[src/arx_defs.svh]
/*
  constants for the read-path endpoint pair: response codes, burst types,
  recommended attributes, reset timing and widths.
  assumes inclusion by bare name from the modules and the testbench.
*/
`ifndef ARX_DEFS_SVH
`define ARX_DEFS_SVH
`define ARX_RESP_OKAY      2'h0
`define ARX_RESP_EXOKAY    2'h1
`define ARX_RESP_SLVERR    2'h2
`define ARX_RESP_DECERR    2'h3
`define ARX_BURST_FIXED    2'h0
`define ARX_BURST_INCR     2'h1
`define ARX_BURST_WRAP     2'h2
`define ARX_CACHE_REC      4'h3
`define ARX_PROT_REC       3'h0
`define ARX_ADDR_W_MIN     32
`define ARX_DATA_W_MIN     32
`define ARX_DATA_W_MAX     1024
`define ARX_SIZE_MAX       3'h7
`define ARX_RST_DROP_CYC   8
`define ARX_RST_MIN_CYC    16
`define ARX_FIFO_DEPTH     8
`define ARX_NATIVE_AW      12
`endif

[src/arx_pkg.sv]
/*
  types shared by both ends of the read path.
  assumes arx_defs.svh is on the include path.
*/
package arx_pkg;
  typedef logic [1:0] arx_resp_t;
  typedef logic [1:0] arx_burst_t;
  typedef enum logic [1:0] {
    ARX_IDLE  = 2'h0,
    ARX_BURST = 2'h1,
    ARX_HOLD  = 2'h3
  } arx_state_e;
endpackage

[src/arx_if.sv]
/*
  read address, read data and write response channels between a master
  and an endpoint slave; parameters set the address, data, id and user widths.
  assumes one clock and active-low reset held by the joining testbench.
*/
`timescale 1ns/1ps
interface arx_if #(
  parameter int AW = 32,
  parameter int DW = 32,
  parameter int IW = 4,
  parameter int UW = 1
);
  // read address channel
  logic [IW-1:0]  arid;
  logic [AW-1:0]  araddr;
  logic [7:0]     arlen;
  logic [2:0]     arsize;
  logic [1:0]     arburst;
  logic           arlock;
  logic [3:0]     arcache;
  logic [2:0]     arprot;
  logic [3:0]     arqos;
  logic [3:0]     arregion;
  logic [UW-1:0]  aruser;
  logic           arvalid;
  logic           arready;
  // read data channel
  logic [IW-1:0]  rid;
  logic [DW-1:0]  rdata;
  logic [1:0]     rresp;
  logic           rlast;
  logic [UW-1:0]  ruser;
  logic           rvalid;
  logic           rready;
  // write response channel
  logic [IW-1:0]  bid;
  logic [1:0]     bresp;
  logic [UW-1:0]  buser;
  logic           bvalid;
  logic           bready;

  modport mst (
    output arid, araddr, arlen, arsize, arburst, arlock, arcache, arprot, arqos,
           arregion, aruser, arvalid, rready, bready,
    input  arready, rid, rdata, rresp, rlast, ruser, rvalid, bid, bresp, buser, bvalid
  );
  modport slv (
    input  arid, araddr, arlen, arsize, arburst, arlock, arcache, arprot, arqos,
           arregion, aruser, arvalid, rready, bready,
    output arready, rid, rdata, rresp, rlast, ruser, rvalid, bid, bresp, buser, bvalid
  );
endinterface

[src/arx_fifo.sv]
/*
  small synchronous fifo with valid/ready on both sides.
  assumes a power-of-two depth and one clock.
*/
`timescale 1ns/1ps
module arx_fifo
  import arx_pkg::*;
#(
  parameter int W = 32,
  parameter int D = 8
)(
  input  wire logic         ref_clk_in,
  input  wire logic         rst_n_in,
  input  wire logic [W-1:0] in_data_in,
  input  wire logic         in_valid_in,
  output logic              in_ready_out,
  output logic [W-1:0]      out_data_out,
  output logic              out_valid_out,
  input  wire logic         out_ready_in
);
  localparam int PW = $clog2(D);
  logic [W-1:0] mem_r [D];
  logic [PW:0]  wp_r;
  logic [PW:0]  rp_r;
  logic         push;
  logic         pop;

  // full when pointers differ only in the wrap bit
  assign in_ready_out  = !((wp_r[PW] != rp_r[PW]) && (wp_r[PW-1:0] == rp_r[PW-1:0]));
  assign out_valid_out = (wp_r != rp_r);
  assign out_data_out  = mem_r[rp_r[PW-1:0]];
  assign push          = in_valid_in && in_ready_out;
  assign pop           = out_valid_out && out_ready_in;

  // storage has no reset, only pointers need one
  always_ff @(posedge ref_clk_in)
    if (push)
      mem_r[wp_r[PW-1:0]] <= in_data_in;

  // pointers
  always_ff @(posedge ref_clk_in or negedge rst_n_in)
    if (!rst_n_in)
    begin
      wp_r <= '0;
      rp_r <= '0;
    end
    else
    begin
      if (push)
        wp_r <= wp_r + 1'b1;
      if (pop)
        rp_r <= rp_r + 1'b1;
    end
endmodule

[src/arx_slave.sv]
/*
  endpoint slave for the read path and write response channel.
  a small memory answers read bursts through an 8-word fifo; a write
  completion pulse from the user side becomes a write response.
  assumes the master keeps its own rules and the interface is reset by
  rst_n_in for at least 16 clocks.

  // Functional notes
  // - write response id follows read id conventions
  // - lite mode never answers exclusive okay
  // - read-only build removes write response channel
  // - write-only build removes read address channel
  // - master drives only varying id bits
  // - interconnect appends constant master id part
  // - address bus at least 32 bits
  // - slave ignores address bits above range
  // - transfer size covers 8 to 1024 bits
  // - masters avoid narrow read bursts
  // - incrementing and wrapping bursts fully supported
  // - fixed bursts handshake, treated as incrementing
  // - no exclusive access; lock ignored
  // - cache attribute ignored by slave
  // - protection attribute ignored by slave
  // - quality of service ignored
  // - region optional on slave, unused here
  // - user sideband not implemented, driven zero
  // - full data width 32 to 1024
  // - lite data width fixed at 32
  // - valids drop within 8 cycles of reset
*/
`timescale 1ns/1ps
`include "arx_defs.svh"
module arx_slave
  import arx_pkg::*;
#(
  parameter int AW        = 32,
  parameter int DW        = 32,
  parameter int IW        = 4,
  parameter int UW        = 1,
  parameter int NAW       = `ARX_NATIVE_AW,
  parameter bit LITE      = 1'b0,
  parameter bit HAS_READ  = 1'b1,
  parameter bit HAS_WRITE = 1'b1
)(
  input  wire logic          ref_clk_in,
  input  wire logic          rst_n_in,
  arx_if.slv                 bus,
  input  wire logic          wr_done_in,
  input  wire logic [IW-1:0] wr_id_in,
  input  wire logic [1:0]    wr_resp_in,
  output logic               wr_busy_out,
  output logic               rd_busy_out
);
  localparam int WW = (DW / 8 > 1) ? $clog2(DW / 8) : 1;
  localparam int MD = 16;
  localparam int FW = DW + IW + 3;

  // elaboration-time width limits; a bad build stops here instead of misbehaving
  if (AW < `ARX_ADDR_W_MIN)
  begin : g_aw_min
    $error("address narrower than 32");
  end
  if (DW < `ARX_DATA_W_MIN || DW > `ARX_DATA_W_MAX)
  begin : g_dw_range
    $error("data width out of range");
  end
  if (LITE && DW != `ARX_DATA_W_MIN)
  begin : g_lite_dw
    $error("lite data must be 32");
  end

  arx_state_e    st_r;
  logic [NAW-1:0] addr_r;      // upper address bits dropped, so aliases repeat
  logic [7:0]     left_r;
  logic [NAW-1:0] wmask_r;     // full native width so wide beats still wrap
  logic [2:0]     size_r;      // beat size held for the burst, the bus value is gone
  logic           arready_r;
  logic [IW-1:0]  id_r;
  logic [DW-1:0]  mem [MD];
  logic [FW-1:0]  f_in;
  logic [FW-1:0]  f_out;
  logic           f_ready;
  logic           f_valid;
  logic           beat;
  logic           last_beat;
  logic [NAW-1:0] step;
  logic [NAW-1:0] addr_nxt;
  logic [1:0]     rresp_v;
  logic           rvalid_r;
  logic [FW-1:0]  rhold_r;
  logic           bvalid_r;
  logic [IW-1:0]  bid_r;
  logic [1:0]     bresp_r;

  // memory contents: each word holds its own index, enough to tell aliases apart
  always_comb
    for (int i = 0; i < MD; i++)
      mem[i] = DW'(i);

  // address step and wrap; fixed bursts step like incrementing ones
  assign step = NAW'(1) << size_r;
  always_comb
  begin
    addr_nxt = addr_r + step;
    if (st_r == ARX_HOLD)
      addr_nxt = (addr_r & ~wmask_r) | ((addr_r + step) & wmask_r);
  end

  assign beat      = HAS_READ && (st_r != ARX_IDLE) && f_ready;
  assign last_beat = (left_r == 8'h00);
  // lite never says exclusive okay; lock is ignored so plain okay always
  assign rresp_v   = `ARX_RESP_OKAY;
  assign f_in      = {id_r, mem[addr_r[WW +: 4]], rresp_v, last_beat};

  // burst engine: wrap bursts use hold state so the address folds; cache, prot, qos, region ignored
  always_ff @(posedge ref_clk_in or negedge rst_n_in)
    if (!rst_n_in)
    begin
      st_r    <= ARX_IDLE;
      addr_r  <= '0;
      left_r  <= 8'h00;
      wmask_r <= '0;
      size_r  <= 3'h0;
      id_r    <= '0;
    end
    else
    begin
      case (st_r)
        ARX_IDLE:
          if (HAS_READ && bus.arvalid && arready_r)
          begin
            addr_r  <= bus.araddr[NAW-1:0];
            size_r  <= bus.arsize;
            left_r  <= LITE ? 8'h00 : bus.arlen;
            id_r    <= LITE ? '0 : bus.arid;
            wmask_r <= ((NAW'(bus.arlen) + NAW'(1)) << bus.arsize) - NAW'(1);
            st_r    <= (!LITE && bus.arburst == `ARX_BURST_WRAP) ? ARX_HOLD : ARX_BURST;
          end
        ARX_BURST,
        ARX_HOLD:
          if (beat)
          begin
            addr_r <= addr_nxt;
            left_r <= left_r - 8'h01;
            if (last_beat)
              st_r <= ARX_IDLE;
          end
        default:
          st_r <= ARX_IDLE;
      endcase
    end

  arx_fifo #(
    .W (FW),
    .D (`ARX_FIFO_DEPTH)
  ) u_fifo (
    .ref_clk_in    (ref_clk_in),
    .rst_n_in      (rst_n_in),
    .in_data_in    (f_in),
    .in_valid_in   (beat),
    .in_ready_out  (f_ready),
    .out_data_out  (f_out),
    .out_valid_out (f_valid),
    .out_ready_in  (!rvalid_r || bus.rready)
  );

  // address ready from the next engine state, so the port comes straight from a flop
  always_ff @(posedge ref_clk_in or negedge rst_n_in)
    if (!rst_n_in)
      arready_r <= 1'b0;
    else if (st_r == ARX_IDLE)
      arready_r <= HAS_READ && !(bus.arvalid && arready_r);
    else
      arready_r <= HAS_READ && beat && last_beat;

  // read data output register; clears immediately under reset
  always_ff @(posedge ref_clk_in or negedge rst_n_in)
    if (!rst_n_in)
    begin
      rvalid_r <= 1'b0;
      rhold_r  <= '0;
    end
    else if (!rvalid_r || bus.rready)
    begin
      rvalid_r <= HAS_READ && f_valid;
      rhold_r  <= f_out;
    end

  // write response: one pending at a time; a done while bvalid_r is set is dropped, not held
  always_ff @(posedge ref_clk_in or negedge rst_n_in)
    if (!rst_n_in)
    begin
      bvalid_r <= 1'b0;
      bid_r    <= '0;
      bresp_r  <= `ARX_RESP_OKAY;
    end
    else if (bvalid_r && bus.bready)
      bvalid_r <= 1'b0;
    else if (HAS_WRITE && wr_done_in && !bvalid_r)
    begin
      bvalid_r <= 1'b1;
      bid_r    <= LITE ? '0 : wr_id_in;
      bresp_r  <= (LITE && wr_resp_in == `ARX_RESP_EXOKAY) ? `ARX_RESP_OKAY : wr_resp_in;
    end

  // busy flags registered so the user side sees clean levels
  always_ff @(posedge ref_clk_in or negedge rst_n_in)
    if (!rst_n_in)
    begin
      rd_busy_out <= 1'b0;
      wr_busy_out <= 1'b0;
    end
    else
    begin
      rd_busy_out <= (st_r != ARX_IDLE) || f_valid || rvalid_r;
      wr_busy_out <= bvalid_r && !bus.bready;
    end

  // channel outputs; user bits stay zero
  assign bus.arready = arready_r;
  assign bus.rvalid  = rvalid_r;
  assign bus.rid     = rhold_r[FW-1 -: IW];
  assign bus.rdata   = rhold_r[DW+2:3];
  assign bus.rresp   = rhold_r[2:1];
  assign bus.rlast   = LITE ? 1'b1 : rhold_r[0];
  assign bus.ruser   = '0;
  assign bus.bvalid  = bvalid_r;
  assign bus.bid     = bid_r;
  assign bus.bresp   = bresp_r;
  assign bus.buser   = '0;
endmodule

[src/flat_wrapper.sv]
// flat-port wrapper written by rule: the top's interface ports become plain ports
module arx_slave_flat import arx_pkg::*;
#(
  parameter int AW        = 32,
  parameter int DW        = 32,
  parameter int IW        = 4,
  parameter int UW        = 1,
  parameter int NAW       = `ARX_NATIVE_AW,
  parameter bit LITE      = 1'b0,
  parameter bit HAS_READ  = 1'b1,
  parameter bit HAS_WRITE = 1'b1
)
  (ref_clk_in, rst_n_in, wr_done_in, wr_id_in, wr_resp_in, wr_busy_out, rd_busy_out, bus_arid, bus_araddr, bus_arlen, bus_arsize, bus_arburst, bus_arlock, bus_arcache, bus_arprot, bus_arqos, bus_arregion, bus_aruser, bus_arvalid, bus_rready, bus_bready, bus_arready, bus_rid, bus_rdata, bus_rresp, bus_rlast, bus_ruser, bus_rvalid, bus_bid, bus_bresp, bus_buser, bus_bvalid);
  arx_if #(.AW(AW), .DW(DW), .IW(IW), .UW(UW)) bus_i ();
  input  wire logic ref_clk_in;
  input  wire logic rst_n_in;
  input  wire logic wr_done_in;
  input  wire logic [IW-1:0] wr_id_in;
  input  wire logic [1:0] wr_resp_in;
  output logic wr_busy_out;
  output logic rd_busy_out;
  input wire logic [$bits(bus_i.arid)-1:0] bus_arid;
  input wire logic [$bits(bus_i.araddr)-1:0] bus_araddr;
  input wire logic [$bits(bus_i.arlen)-1:0] bus_arlen;
  input wire logic [$bits(bus_i.arsize)-1:0] bus_arsize;
  input wire logic [$bits(bus_i.arburst)-1:0] bus_arburst;
  input wire logic [$bits(bus_i.arlock)-1:0] bus_arlock;
  input wire logic [$bits(bus_i.arcache)-1:0] bus_arcache;
  input wire logic [$bits(bus_i.arprot)-1:0] bus_arprot;
  input wire logic [$bits(bus_i.arqos)-1:0] bus_arqos;
  input wire logic [$bits(bus_i.arregion)-1:0] bus_arregion;
  input wire logic [$bits(bus_i.aruser)-1:0] bus_aruser;
  input wire logic [$bits(bus_i.arvalid)-1:0] bus_arvalid;
  input wire logic [$bits(bus_i.rready)-1:0] bus_rready;
  input wire logic [$bits(bus_i.bready)-1:0] bus_bready;
  output wire logic [$bits(bus_i.arready)-1:0] bus_arready;
  output wire logic [$bits(bus_i.rid)-1:0] bus_rid;
  output wire logic [$bits(bus_i.rdata)-1:0] bus_rdata;
  output wire logic [$bits(bus_i.rresp)-1:0] bus_rresp;
  output wire logic [$bits(bus_i.rlast)-1:0] bus_rlast;
  output wire logic [$bits(bus_i.ruser)-1:0] bus_ruser;
  output wire logic [$bits(bus_i.rvalid)-1:0] bus_rvalid;
  output wire logic [$bits(bus_i.bid)-1:0] bus_bid;
  output wire logic [$bits(bus_i.bresp)-1:0] bus_bresp;
  output wire logic [$bits(bus_i.buser)-1:0] bus_buser;
  output wire logic [$bits(bus_i.bvalid)-1:0] bus_bvalid;
  assign bus_i.arid = bus_arid;
  assign bus_i.araddr = bus_araddr;
  assign bus_i.arlen = bus_arlen;
  assign bus_i.arsize = bus_arsize;
  assign bus_i.arburst = bus_arburst;
  assign bus_i.arlock = bus_arlock;
  assign bus_i.arcache = bus_arcache;
  assign bus_i.arprot = bus_arprot;
  assign bus_i.arqos = bus_arqos;
  assign bus_i.arregion = bus_arregion;
  assign bus_i.aruser = bus_aruser;
  assign bus_i.arvalid = bus_arvalid;
  assign bus_i.rready = bus_rready;
  assign bus_i.bready = bus_bready;
  assign bus_arready = bus_i.arready;
  assign bus_rid = bus_i.rid;
  assign bus_rdata = bus_i.rdata;
  assign bus_rresp = bus_i.rresp;
  assign bus_rlast = bus_i.rlast;
  assign bus_ruser = bus_i.ruser;
  assign bus_rvalid = bus_i.rvalid;
  assign bus_bid = bus_i.bid;
  assign bus_bresp = bus_i.bresp;
  assign bus_buser = bus_i.buser;
  assign bus_bvalid = bus_i.bvalid;
  arx_slave #(.AW(AW), .DW(DW), .IW(IW), .UW(UW), .NAW(NAW), .LITE(LITE), .HAS_READ(HAS_READ), .HAS_WRITE(HAS_WRITE)) u_core (.ref_clk_in(ref_clk_in), .rst_n_in(rst_n_in), .bus(bus_i), .wr_done_in(wr_done_in), .wr_id_in(wr_id_in), .wr_resp_in(wr_resp_in), .wr_busy_out(wr_busy_out), .rd_busy_out(rd_busy_out));
endmodule
[config.mk]
export PLATFORM = sky130hd
export DESIGN_NAME = arx_slave_flat
export DESIGN_NICKNAME = d
export VERILOG_FILES = /design/src/arx_pkg.sv /design/src/arx_if.sv /design/src/arx_fifo.sv /design/src/arx_slave.sv /design/src/flat_wrapper.sv
export VERILOG_INCLUDE_DIRS = /design/src
export SDC_FILE = /design/constraint.sdc
export NUM_CORES = 1
export LEC_CHECK = 0
export ABC_AREA = 1
export BUFFER_PORTS_ARGS = -buffer_cell sky130_fd_sc_hd__buf_2
export CAP_MARGIN = 0
export CELL_PAD_IN_SITES_DETAIL_PLACEMENT = 1
export CELL_PAD_IN_SITES_GLOBAL_PLACEMENT = 2
export CORE_MARGIN = 2
export CORE_UTILIZATION = 46
export CTS_CLUSTER_SIZE = 25
export DETAILED_ROUTE_END_ITERATION = 8
export GPL_TIMING_DRIVEN = 1
export PLACE_DENSITY = 0.86
export SLEW_MARGIN = 40
export SYNTH_ARGS = -nofsm -noshare
export SYNTH_HDL_FRONTEND = slang
export SYNTH_HIERARCHICAL = 1
export SYNTH_SLANG_ARGS = --single-unit
export TNS_END_PERCENT = 10
[constraint.sdc]
create_clock -name ref_clk_in -period 5.45 [get_ports ref_clk_in]
set_clock_uncertainty 0.15 [all_clocks]
set_input_delay 0.2725 -clock ref_clk_in [delete_from_list [all_inputs] [get_ports ref_clk_in]]
set_output_delay 0.2725 -clock ref_clk_in [all_outputs]
set_load 0.02 [all_outputs]
==> key figures, run 1 <==
Route
  • Met3 routed WL: roughly 1300 um
  • Drt total wl: 42000 um
  • Vias: 11270
  • Metal2 WL: 21900 um
  • Top Metal Used: met4
  • # DRC: 0
  • Initial DRT Pass Iterations: 5
  • DRT antenna net count: 0
  • Vias per cell: 5.07
  • Initial DRC count: 458
  • M1 WL: 18000 um
  • WL per Instance: 18.9 um

Power
  • Power per cell area: 592 nW/um^2
  • Worst VDD drop: 0.310 mV
  • Lkg Pwr: 8.12 nW

Logic synthesis
  • Combinational family with the most area after synthesis: simple AND/OR/NAND/NOR gates
  • Ys Warns: 6
  • Fraction of registers with async set/reset: 21.8%
  • Most used DFF post-synth: edfxtp_1
  • Fraction of synthesized area in multiplexers: 3.16%
  • Netlist cell types: 45
  • Post-Synth Simple-Gate Area: 12.4%
  • EDFF count, synth: 312
  • Flops & latches, synth: 399
  • Top-count cell post-synth: edfxtp_1
  • Leading area contributor after synthesis: edfxtp_1
  • Xor-xnor portion of the synthesized cell area: 0.265%
  • Syn Area/Cell: ~12 um^2
  • Top cells by area, synth: edfxtp_1 57%, dfrtp_1 13%, nand2_1 5.5%
  • Adder-Cell Fraction of Synth Area: less than 1%
  • Post-Synthesis Cell Area: 16500 um^2
  • Share of the synthesized area in the top cell type: a little under three fifths
  • Synth Instances: 1378
  • Synth top cells by count: 312 x edfxtp_1, 241 x nand2_1, 179 x nor2_1
  • Post-synthesis sequential area ratio: 69.9%
  • Synth Area in Compound Gates: 9.59%

Clocking
  • Worst-path clk slew: ~0.060 ns
  • CTS resizes: 0
  • Clock tree from TritonCTS: done
  • Clk_lat worst skew: 0.54 ns
  • Post-CTS Setup Bufs: 0
  • Clock Path Buffers: 3
  • CTS Hold Bufs: 30
  • Root cell of the clock tree: clkbuf_16
  • CTS Sinks: 399
  • H-tree depth: 2
  • Cts bufs inserted: 44

Timing
  • FMAX: 280 MHz
  • Period utilization: 65.6%
  • Slew HR: 44.1%
  • Hold Fails Final Rpt: 0
  • RSZ-0062 raised after global routing: false
  • Crit path time final: 3.58 ns
  • Final setup fails: 0
  • Slew @ Worst Pin: 0.836 ns
  • Fin. max-slew vios: 0
  • Worst hold slack: 0.0192 ns
  • Setup TNS: 0 ns

GRT
  • Initial antenna violation count: 2
  • First-pass GRT wire length: 66600 um
  • Largest net degree at the start of global routing: 106
  • Number of global-route vias before repair: 12204
  • All-Layer GR Usage: 22.7%
  • Gr ovfl total: 0

Floorplan
  • Initial Utilization: between 40 and 50%
  • I/O pin count: 130
  • Core area: approximately 35000 um^2
  • Row count: 69
  • Die X-Extent: 194 um
  • Die Ht: 194 um
  • Total die area: ~37000 um^2

Worst setup path
  • Critical Path RT: around 5.5 ns
  • Maximum fanout along the worst path: 57
  • Kind of critical path: flip-flop to flip-flop
  • R2R Path Start: u_core/u_fifo/rp_r[0]
  • Internal reg-to-reg setup slack: 1.87 ns
  • Critical Path AT: 3.66 ns
  • CP Launch Type: flip-flop
  • CP startpoint: u_core/u_fifo/rp_r[0]
  • R2R cell count: 9
  • Critical Path End Type: flip-flop

Placement
  • I/O Buffers: 84
  • Area after DPL: 18300 um^2
  • DP HPWL: 23800 um
  • Routability cong.: 0.765

Cells and area
  • Cell area after layout: 20000 um^2
  • Layout area overhead: 21.1%
  • Share of cells above drive strength 1: 14.9%
  • Util after Layout: a little under three fifths
  • Nets: 1818

Worst hold path
  • Hold Path Depth: 4
  • Min-Delay Startpoint: bus_arsize[2]
  • Hold Crit Class: input port to flip-flop

Job
  • Max cap viols: 0

Status
  • Status: completed
flip-flops by register name, summed over array words and instances, names as in the netlist, 2 cells and up, named ones only:
name / count
u_core/u_fifo/rp_r: 4
u_core/u_fifo/wp_r: 4
u_core/rhold_r: 39
u_core/bus.bresp: 2
u_core/st_r: 2
u_core/wmask_r: 6
u_core/left_r: 8
u_core/size_r: 3
u_core/bus.bid: 4
u_core/id_r: 4
u_core/u_fifo/mem_r: 312
stage by stage:
stage          std cells  power (mW)  setup WS (ns)
2_1_floorplan       1619        7.63           1.77
3_3_place_gp        2111        8.82           1.87
3_5_place_dp        2111        9.06           1.79
4_1_cts             2221        12.0           1.73
5_1_grt             2225        12.6           1.60
6_report            2225        11.9           1.87
final timing paths:
path | to
setup / recovery | u_core/u_fifo/mem_r[6][26]
hold / removal | u_core/wmask_r[3]
setup reg to reg | u_core/u_fifo/mem_r[6][26]
hold reg to reg | u_core/wmask_r[5]
max in group asynchronous | u_core/u_fifo/rp_r[0]
min in group asynchronous | u_core/left_r[5]
final cells by class:
type | instances | area (um^2)
multi-input cells | 1087 | 5320
well taps | 461 | 577
fillers | 3760 | 15500
repair buffers | 138 | 950
diodes | 2 | 5.00
flip-flops and latches | 399 | 11600
inverters | 58 | 228
clock inverters | 17 | 103
clock buffers | 63 | 1270
power breakdown:
part	internal (mW)	switching, mW
Clock	1.66	1.16
Combinational	1.31	2.84
Sequential	4.38	0.502
Total	7.36	4.50
cell usage in the layout (no fill, tap or decap), types with 46 or more instances in the layout:
master / Yosys / final
o21ai_0: 127 / 127
edfxtp_1: 312 / 312
o22ai_1: 78 / 78
inv_1: 47 / 46
nor2_1: 179 / 172
buf_2: 27 / 83
nand2_1: 241 / 240
o21ai_1: 55 / 55
conb_1: 1 / 242
dfrtp_1: 87 / 84
worst max-delay path, cell delays in order (launching register included):
cell,delay [ns]
dfrtp_4,0.83
nand2_1,0.11
nand2_1,0.14
inv_2,0.06
nand4_4,0.11
inv_1,0.07
nor2_1,0.34
nand3_1,0.36
nor2_4,0.74
buf_4,0.34
per-layer routing:
| metal | up-vias | track usage (%) |
|---|---|---|
| met5 | - | 0 |
| met4 | 0 | 6.53 |
| met3 | 73 | 3.12 |
| met2 | 167 | 41.3 |
| met1 | 5670 | 28.3 |
| li1 | 5360 | - |
cells by family (layout without fill, tap and decap cells):
| family | count (synthesis) | count (layout) |
|---|---|---|
| compound gates | 287 | 287 |
| fa+ha+maj | 12 | 12 |
| mux | 46 | 46 |
| other cells | 1 | 244 |
| buf+inv | 133 | 276 |
| simple gates | 495 | 495 |
| flops | 399 | 399 |
| xor+xnor | 5 | 5 |
No activity file was read; power rests on OpenSTA's default activity.
==> run 2, diff against run 1 <==
--- a/config.mk
+++ b/config.mk
@@ -12,11 +12,11 @@
 export CELL_PAD_IN_SITES_DETAIL_PLACEMENT = 1
 export CELL_PAD_IN_SITES_GLOBAL_PLACEMENT = 2
 export CORE_MARGIN = 2
-export CORE_UTILIZATION = 46
+export CORE_UTILIZATION = 43
 export CTS_CLUSTER_SIZE = 25
 export DETAILED_ROUTE_END_ITERATION = 8
 export GPL_TIMING_DRIVEN = 1
-export PLACE_DENSITY = 0.86
+export PLACE_DENSITY = 0.81
 export SLEW_MARGIN = 40
 export SYNTH_ARGS = -nofsm -noshare
 export SYNTH_HDL_FRONTEND = slang
==> constraint.sdc (replaced) <==
create_clock -name ref_clk_in -period 3.3 [get_ports ref_clk_in]
set_clock_uncertainty 0.15 [all_clocks]
set_input_delay 0.165 -clock ref_clk_in [delete_from_list [all_inputs] [get_ports ref_clk_in]]
set_output_delay 0.165 -clock ref_clk_in [all_outputs]
set_load 0.02 [all_outputs]
==> run 2 against run 1 <==
  * Clock power is 71% higher
  * First-iteration DRC count up 28%
  * Power rose by 66%
  * Utilization fell by 2.6 points
  * Critical path type unchanged
  * Largest power group unchanged
==> key figures, run 2 (synthesis gave the netlist of run 1 again) <==
Status
  • Status: completed

Route
  • M1 WL: 17300 um
  • # DRC: 0
  • Metal2 WL: between 20000 and 25000 um
  • Vias per cell: 4.92
  • Initial DRT Pass Iterations: 4
  • Initial DRC count: 588
  • DRT antenna net count: 0
  • Drt total wl: 40400 um
  • Top Metal Used: met4
  • Vias: 11255
  • Met3 routed WL: 1350 um
  • WL per Instance: 17.7 um

Power
  • Power Total: ~20 mW
  • Internal Power: 12.4 mW
  • Sw Share: 37.2%
  • Gate power share: 35.3%
  • Sequential power share: 40.2%
  • Power per cell area: 971 nW/um^2
  • Lkg Pwr: 8.22 nW
  • Psw: ~7.3 mW
  • Clock power share: 24.5%
  • Worst VDD drop: 0.785 mV

Clocking
  • Clock tree from TritonCTS: done
  • Clock Path Buffers: 3
  • CTS resizes: 0
  • Root cell of the clock tree: clkbuf_16
  • H-tree depth: 2
  • Clk_lat worst skew: roughly 0.55 ns
  • Cts bufs inserted: 44
  • Post-CTS Setup Bufs: 0
  • CTS Sinks: 399
  • CTS Hold Bufs: 37
  • Worst-path clk slew: around 0.060 ns

Floorplan
  • Initial Utilization: 43.8%
  • Row count: 71
  • I/O pin count: 130
  • Die Ht: 200 um
  • Total die area: between 40000 and 50000 um^2
  • Die X-Extent: 200 um
  • Core area: 37800 um^2

Cells and area
  • Nets: 1832
  • Layout area overhead: 22.8%
  • Diode count: 0
  • Max reg flops: 312
  • Share of cells above drive strength 1: between 10% and 20%
  • Commonest non-fill, non-tap cell in the layout: edfxtp_1
  • Commonest cells after routing, fill and taps aside: 312 x edfxtp_1, 242 x conb_1, 240 x nand2_1, 172 x nor2_1, 127 x o21ai_0
  • Cell area after layout: 20300 um^2

Worst setup path
  • Critical Path End Type: flip-flop
  • Highest-delay cell along the critical path: dfrtp_2
  • Delay-heaviest family, CP: simple AND/OR/NAND/NOR gates
  • Critical Path AT: 2.96 ns
  • Kind of critical path: flip-flop to flip-flop
  • Slowest stage delay, CP: 0.59 ns
  • Maximum fanout along the worst path: 28
  • Critical Path RT: 3.33 ns
  • CP Launch Type: flip-flop
  • CP Cell Sequence: inv_1 > nand2_1 > nand2_1 > nand4_4 > inv_1 > nor2_1 > nand3_1 > nor2_4 > buf_4
  • CP Buf/Inv Count: 3

Timing
  • Crit path time final: 2.93 ns
  • Hold Fails Final Rpt: 0
  • Period utilization: 88.8%
  • FMAX: 341 MHz
  • Worst hold slack: around 0.056 ns
  • Slew @ Worst Pin: between 0.8 and 0.9 ns
  • Slew HR: 41.2%
  • Final setup fails: 0
  • Fin. max-slew vios: 0
  • RSZ-0062 raised after global routing: false

GRT
  • Initial antenna violation count: 0
  • Gr ovfl total: 0
  • All-Layer GR Usage: 21.0%
  • Number of global-route vias before repair: 12075
  • First-pass GRT wire length: between 60000 and 70000 um
  • Largest net degree at the start of global routing: ~160

Placement
  • Routability cong.: 0.747
  • DP HPWL: 23500 um
  • I/O Buffers: 84
  • Area after DPL: ~18000 um^2

Worst hold path
  • Hold Crit Class: input port to asynchronous set/reset pin

Job
  • Max cap viols: 0
## run 2: cell count changes in the layout (fill, tap and decap cells not counted), sizes merged
cell,change
clkbuf,-1
inv,+1
diode,-2
buf,+7
bufinv,+1
clkinvlp,+1
dlygate4sd3,+7
## run 2: layout make-up
type                       count  area, um^2
clock inverter                20         160
tap                          511         639
fill                        4097       17500
clock buffer                  62        1290
inverter                      58         228
multi-input combinational   1087        5320
sequential                   399       11600
timing repair buffer         152        1100
## run 2: worst register-to-register path: stages, from the launching register on
cell	delay, ns
dfrtp_2	0.59
inv_1	0.11
nand2_1	0.09
nand2_1	0.10
nand4_4	0.16
inv_1	0.06
nor2_1	0.33
nand3_1	0.35
nor2_4	0.18
buf_4	0.43
## run 2: per-layer routing
layer / vias to the layer above / track usage (%)
met5: - / 0
met4: 0 / 5.84
met3: 60 / 2.96
met2: 160 / 38.2
met1: 5653 / 26.1
li1: 5382 / -
## run 2: stage by stage
step / TNS, ns / setup slack (ns) / cells / utilization, %
after CTS: 0 / 0.313 / 2289 / 53.7
final: 0 / 0.370 / 2289 / 53.7
after global routing: 0 / 0.0888 / 2289 / 53.7
after detailed placement: 0 / 0.366 / 2170 / 48.9
after global placement: 0 / 0.430 / 2170 / 48.9
after floorplan: -96.27 / -0.377 / 1619 / -
## run 2: power groups by stage
| stage | Combinational (mW) | Clock, mW | Sequential [mW] |
|---|---|---|---|
| 6_report | 6.96 | 4.82 | 7.92 |
| 5_1_grt | 7.82 | 5.14 | 8.08 |
| 4_1_cts | 7.06 | 4.95 | 7.93 |
| 3_5_place_dp | 6.97 | 0 | 8.01 |
| 3_3_place_gp | 6.76 | 0 | 7.93 |
| 2_1_floorplan | 4.43 | 0 | 8.17 |
## run 2: path summary, 6_finish.rpt
kind | from | to | slack (ns) | cells after the start
worst max-delay path | u_core/u_fifo/rp_r[2] | u_core/u_fifo/mem_r[2][5] | 0.37 | 9
worst min-delay path | rst_n_in | u_core/rhold_r[6] | 0.06 | 2
worst max register to register | u_core/u_fifo/rp_r[2] | u_core/u_fifo/mem_r[2][5] | 0.37 | 9
worst min register to register | u_core/u_fifo/wp_r[3] | u_core/u_fifo/wp_r[3] | 0.35 | 2
max in group asynchronous | rst_n_in | u_core/rhold_r[14] | 2.23 | 3
min in group ref_clk_in | bus_bready | u_core/wr_busy_out | 0.21 | 3
==> run 3, diff against run 2 <==
==> constraint.sdc (replaced) <==
create_clock -name ref_clk_in -period 3.26 [get_ports ref_clk_in]
set_clock_uncertainty 0.15 [all_clocks]
set_input_delay 0.163 -clock ref_clk_in [delete_from_list [all_inputs] [get_ports ref_clk_in]]
set_output_delay 0.163 -clock ref_clk_in [all_outputs]
set_load 0.02 [all_outputs]
==> run 3 against run 2 <==
  * Combinational power grew 2%
  * Sequential power up 0.8%
  * First-iteration DRC count shrank 11%
  * Sequential share of layout area decreased by 0.28 points
  * Critical endpoint is now u_core/u_fifo/mem_r[6][26]
  * Clock power is 5.4% higher
  * Final cell count increased by 0.31%
  * Largest power group unchanged
  * Setup slack better by 0.027 ns
==> key figures, run 3 (synthesis gave the netlist of run 1 again) <==
Timing
  • Period utilization: between 80% and 90%
  • FMAX: around 350 MHz
  • Crit path time final: 2.86 ns
  • Worst setup margin: 0.397 ns
  • Final setup fails: 0
  • Slew HR: 51.6%
  • Setup TNS: 0 ns
  • Slew @ Worst Pin: 0.726 ns
  • Hold Fails Final Rpt: 0
  • Fin. max-slew vios: 0
  • RSZ-0062 raised after global routing: false

Worst setup path
  • Highest-delay cell along the critical path: dfrtp_1
  • CP Buf/Inv Count: 3
  • Critical Path End Type: flip-flop
  • CP Launch Type: flip-flop
  • Critical Path RT: 3.32 ns
  • Critical Path AT: 2.92 ns
  • CP Cell Sequence: inv_1 > nand2_1 > nand2_1 > nand4_4 > inv_1 > nor2_1 > nand3_1 > nor2_4 > buf_4
  • Kind of critical path: flip-flop to flip-flop
  • Maximum fanout along the worst path: 26
  • Delay-heaviest family, CP: simple AND/OR/NAND/NOR gates
  • Slowest stage delay, CP: 0.49 ns

Power
  • Clock power share: 25.2%
  • Internal Power: about 13 mW
  • Gate power share: a little over a third
  • Sw Share: 37.0%
  • Sequential power share: approximately 40%
  • Worst VDD drop: 0.579 mV
  • Lkg Pwr: 8.24 nW
  • Psw: 7.46 mW
  • Power per cell area: roughly 1000 nW/um^2

Route
  • Drt total wl: 40800 um
  • WL per Instance: 17.8 um
  • Vias: 11270
  • DRT antenna net count: 0
  • Initial DRC count: 525
  • Vias per cell: 4.91
  • # DRC: 0
  • Initial DRT Pass Iterations: 4

Cells and area
  • Max reg flops: around 310
  • Util after Layout: 54.0%
  • Share of cells above drive strength 1: 15.1%
  • Layout area overhead: 23.4%
  • Post-Layout Cell Count: between 2000 and 2500
  • Commonest non-fill, non-tap cell in the layout: edfxtp_1
  • Diode count: 0
  • Nets: between 1500 and 2000
  • Commonest cells after routing, fill and taps aside: 312 x edfxtp_1, 242 x conb_1, 240 x nand2_1, 172 x nor2_1, 127 x o21ai_0

Floorplan
  • Die Ht: between 200 and 250 um
  • Initial Utilization: 43.8%
  • Die X-Extent: 200 um
  • I/O pin count: 130
  • Row count: 71
  • Total die area: 40000 um^2
  • Core area: 37800 um^2

GRT
  • Number of global-route vias before repair: 12088
  • Largest net degree at the start of global routing: 158
  • All-Layer GR Usage: 21.3%
  • Initial antenna violation count: 1
  • Gr ovfl total: 0
  • First-pass GRT wire length: approximately 65000 um

Placement
  • Routability cong.: 0.787
  • I/O Buffers: 84
  • Pre-CTS WS: 0.434 ns
  • DP HPWL: approximately 23000 um
  • Placed cells: ~2200

Clocking
  • Clock Path Buffers: 3
  • CTS resizes: 0
  • Clock tree from TritonCTS: done
  • Cts bufs inserted: 45
  • Post-CTS Setup Bufs: 0
  • H-tree depth: 2
  • Clk_lat worst skew: roughly 0.56 ns
  • Root cell of the clock tree: clkbuf_16
  • CTS Sinks: 399
  • Worst-path clk slew: about 0.06 ns

Worst hold path
  • Hold Crit Class: input port to flip-flop

Status
  • Status: completed

Job
  • Max cap viols: 0
==> run 3: cell count changes in the layout (fill, tap and decap cells not counted), sizes merged, moves of 2 or more <==
| cell | delta |
|---|---|
| bufinv | +3 |
| clkbuf | +3 |
| clkinv | -6 |
| dlygate4sd3 | +5 |
| inv | +2 |
==> run 3: final cells by class <==
class | count | area, um^2
Clock buffer | 64 | 1260
Clock inverter | 20 | 231
Fill cell | 4076 | 17400
Inverter | 58 | 228
Multi-Input combinational cell | 1087 | 5320
Sequential cell | 399 | 11600
Tap cell | 511 | 639
Timing Repair Buffer | 157 | 1160
==> run 3: metrics by stage <==
stage / hold WS [ns] / area, um^2 / total power [mW]
4_1_cts: 0.111 / 20400 / 20.5
6_report: 0.161 / 20400 / 20.2
3_3_place_gp: 0.0152 / 18500 / 14.9
2_1_floorplan: -0.283 / 17400 / 12.8
5_1_grt: 0.158 / 20400 / 21.6
3_5_place_dp: 0.00712 / 18500 / 15.2
==> run 3: timing repair <==
action,in CTS,in global routing
hold endpoints to repair,123,0
hold buffers,43,0
endpoints found under the setup margin,0,0
==> run 3: final timing paths <==
path / slack [ns] / from / endpoint / depth (start not counted)
worst max-delay path: 0.40 / u_core/u_fifo/wp_r[1] / u_core/u_fifo/mem_r[6][26] / 9
worst min-delay path: 0.16 / bus_bready / u_core/wr_busy_out / 3
worst max register to register: 0.40 / u_core/u_fifo/wp_r[1] / u_core/u_fifo/mem_r[6][26] / 9
worst min register to register: 0.35 / u_core/rhold_r[28] / u_core/rhold_r[28] / 1
max in group asynchronous: 1.95 / rst_n_in / u_core/rhold_r[21] / 4
min in group asynchronous: 0.54 / rst_n_in / u_core/left_r[4] / 4
==> run 3: worst min-delay path: stages <==
cell and delay, ns:
dlygate4sd3_1 0.53, buf_2 0.11, nor2_1 0.04
==> run 3: metal layers <==
metal	share of wire [%]	wire length, um	GRT usage (%)	up-vias
met4	1.8	745	5.65	0
met5	0	0	0	-
met2	52	21300	38.6	145
met3	3.2	1330	3.44	46
li1	-	-	-	5391
met1	43	17400	26.4	5688
==> run 3: power groups by stage <==
stage          clock network (mW)  logic [mW]  registers [mW]
4_1_cts                      5.23        7.25            7.99
3_3_place_gp                    0        6.89            7.99
3_5_place_dp                    0        7.12            8.07
6_report                     5.08        7.11            7.98
5_1_grt                      5.42        7.99            8.15
2_1_floorplan                   0        4.49            8.27
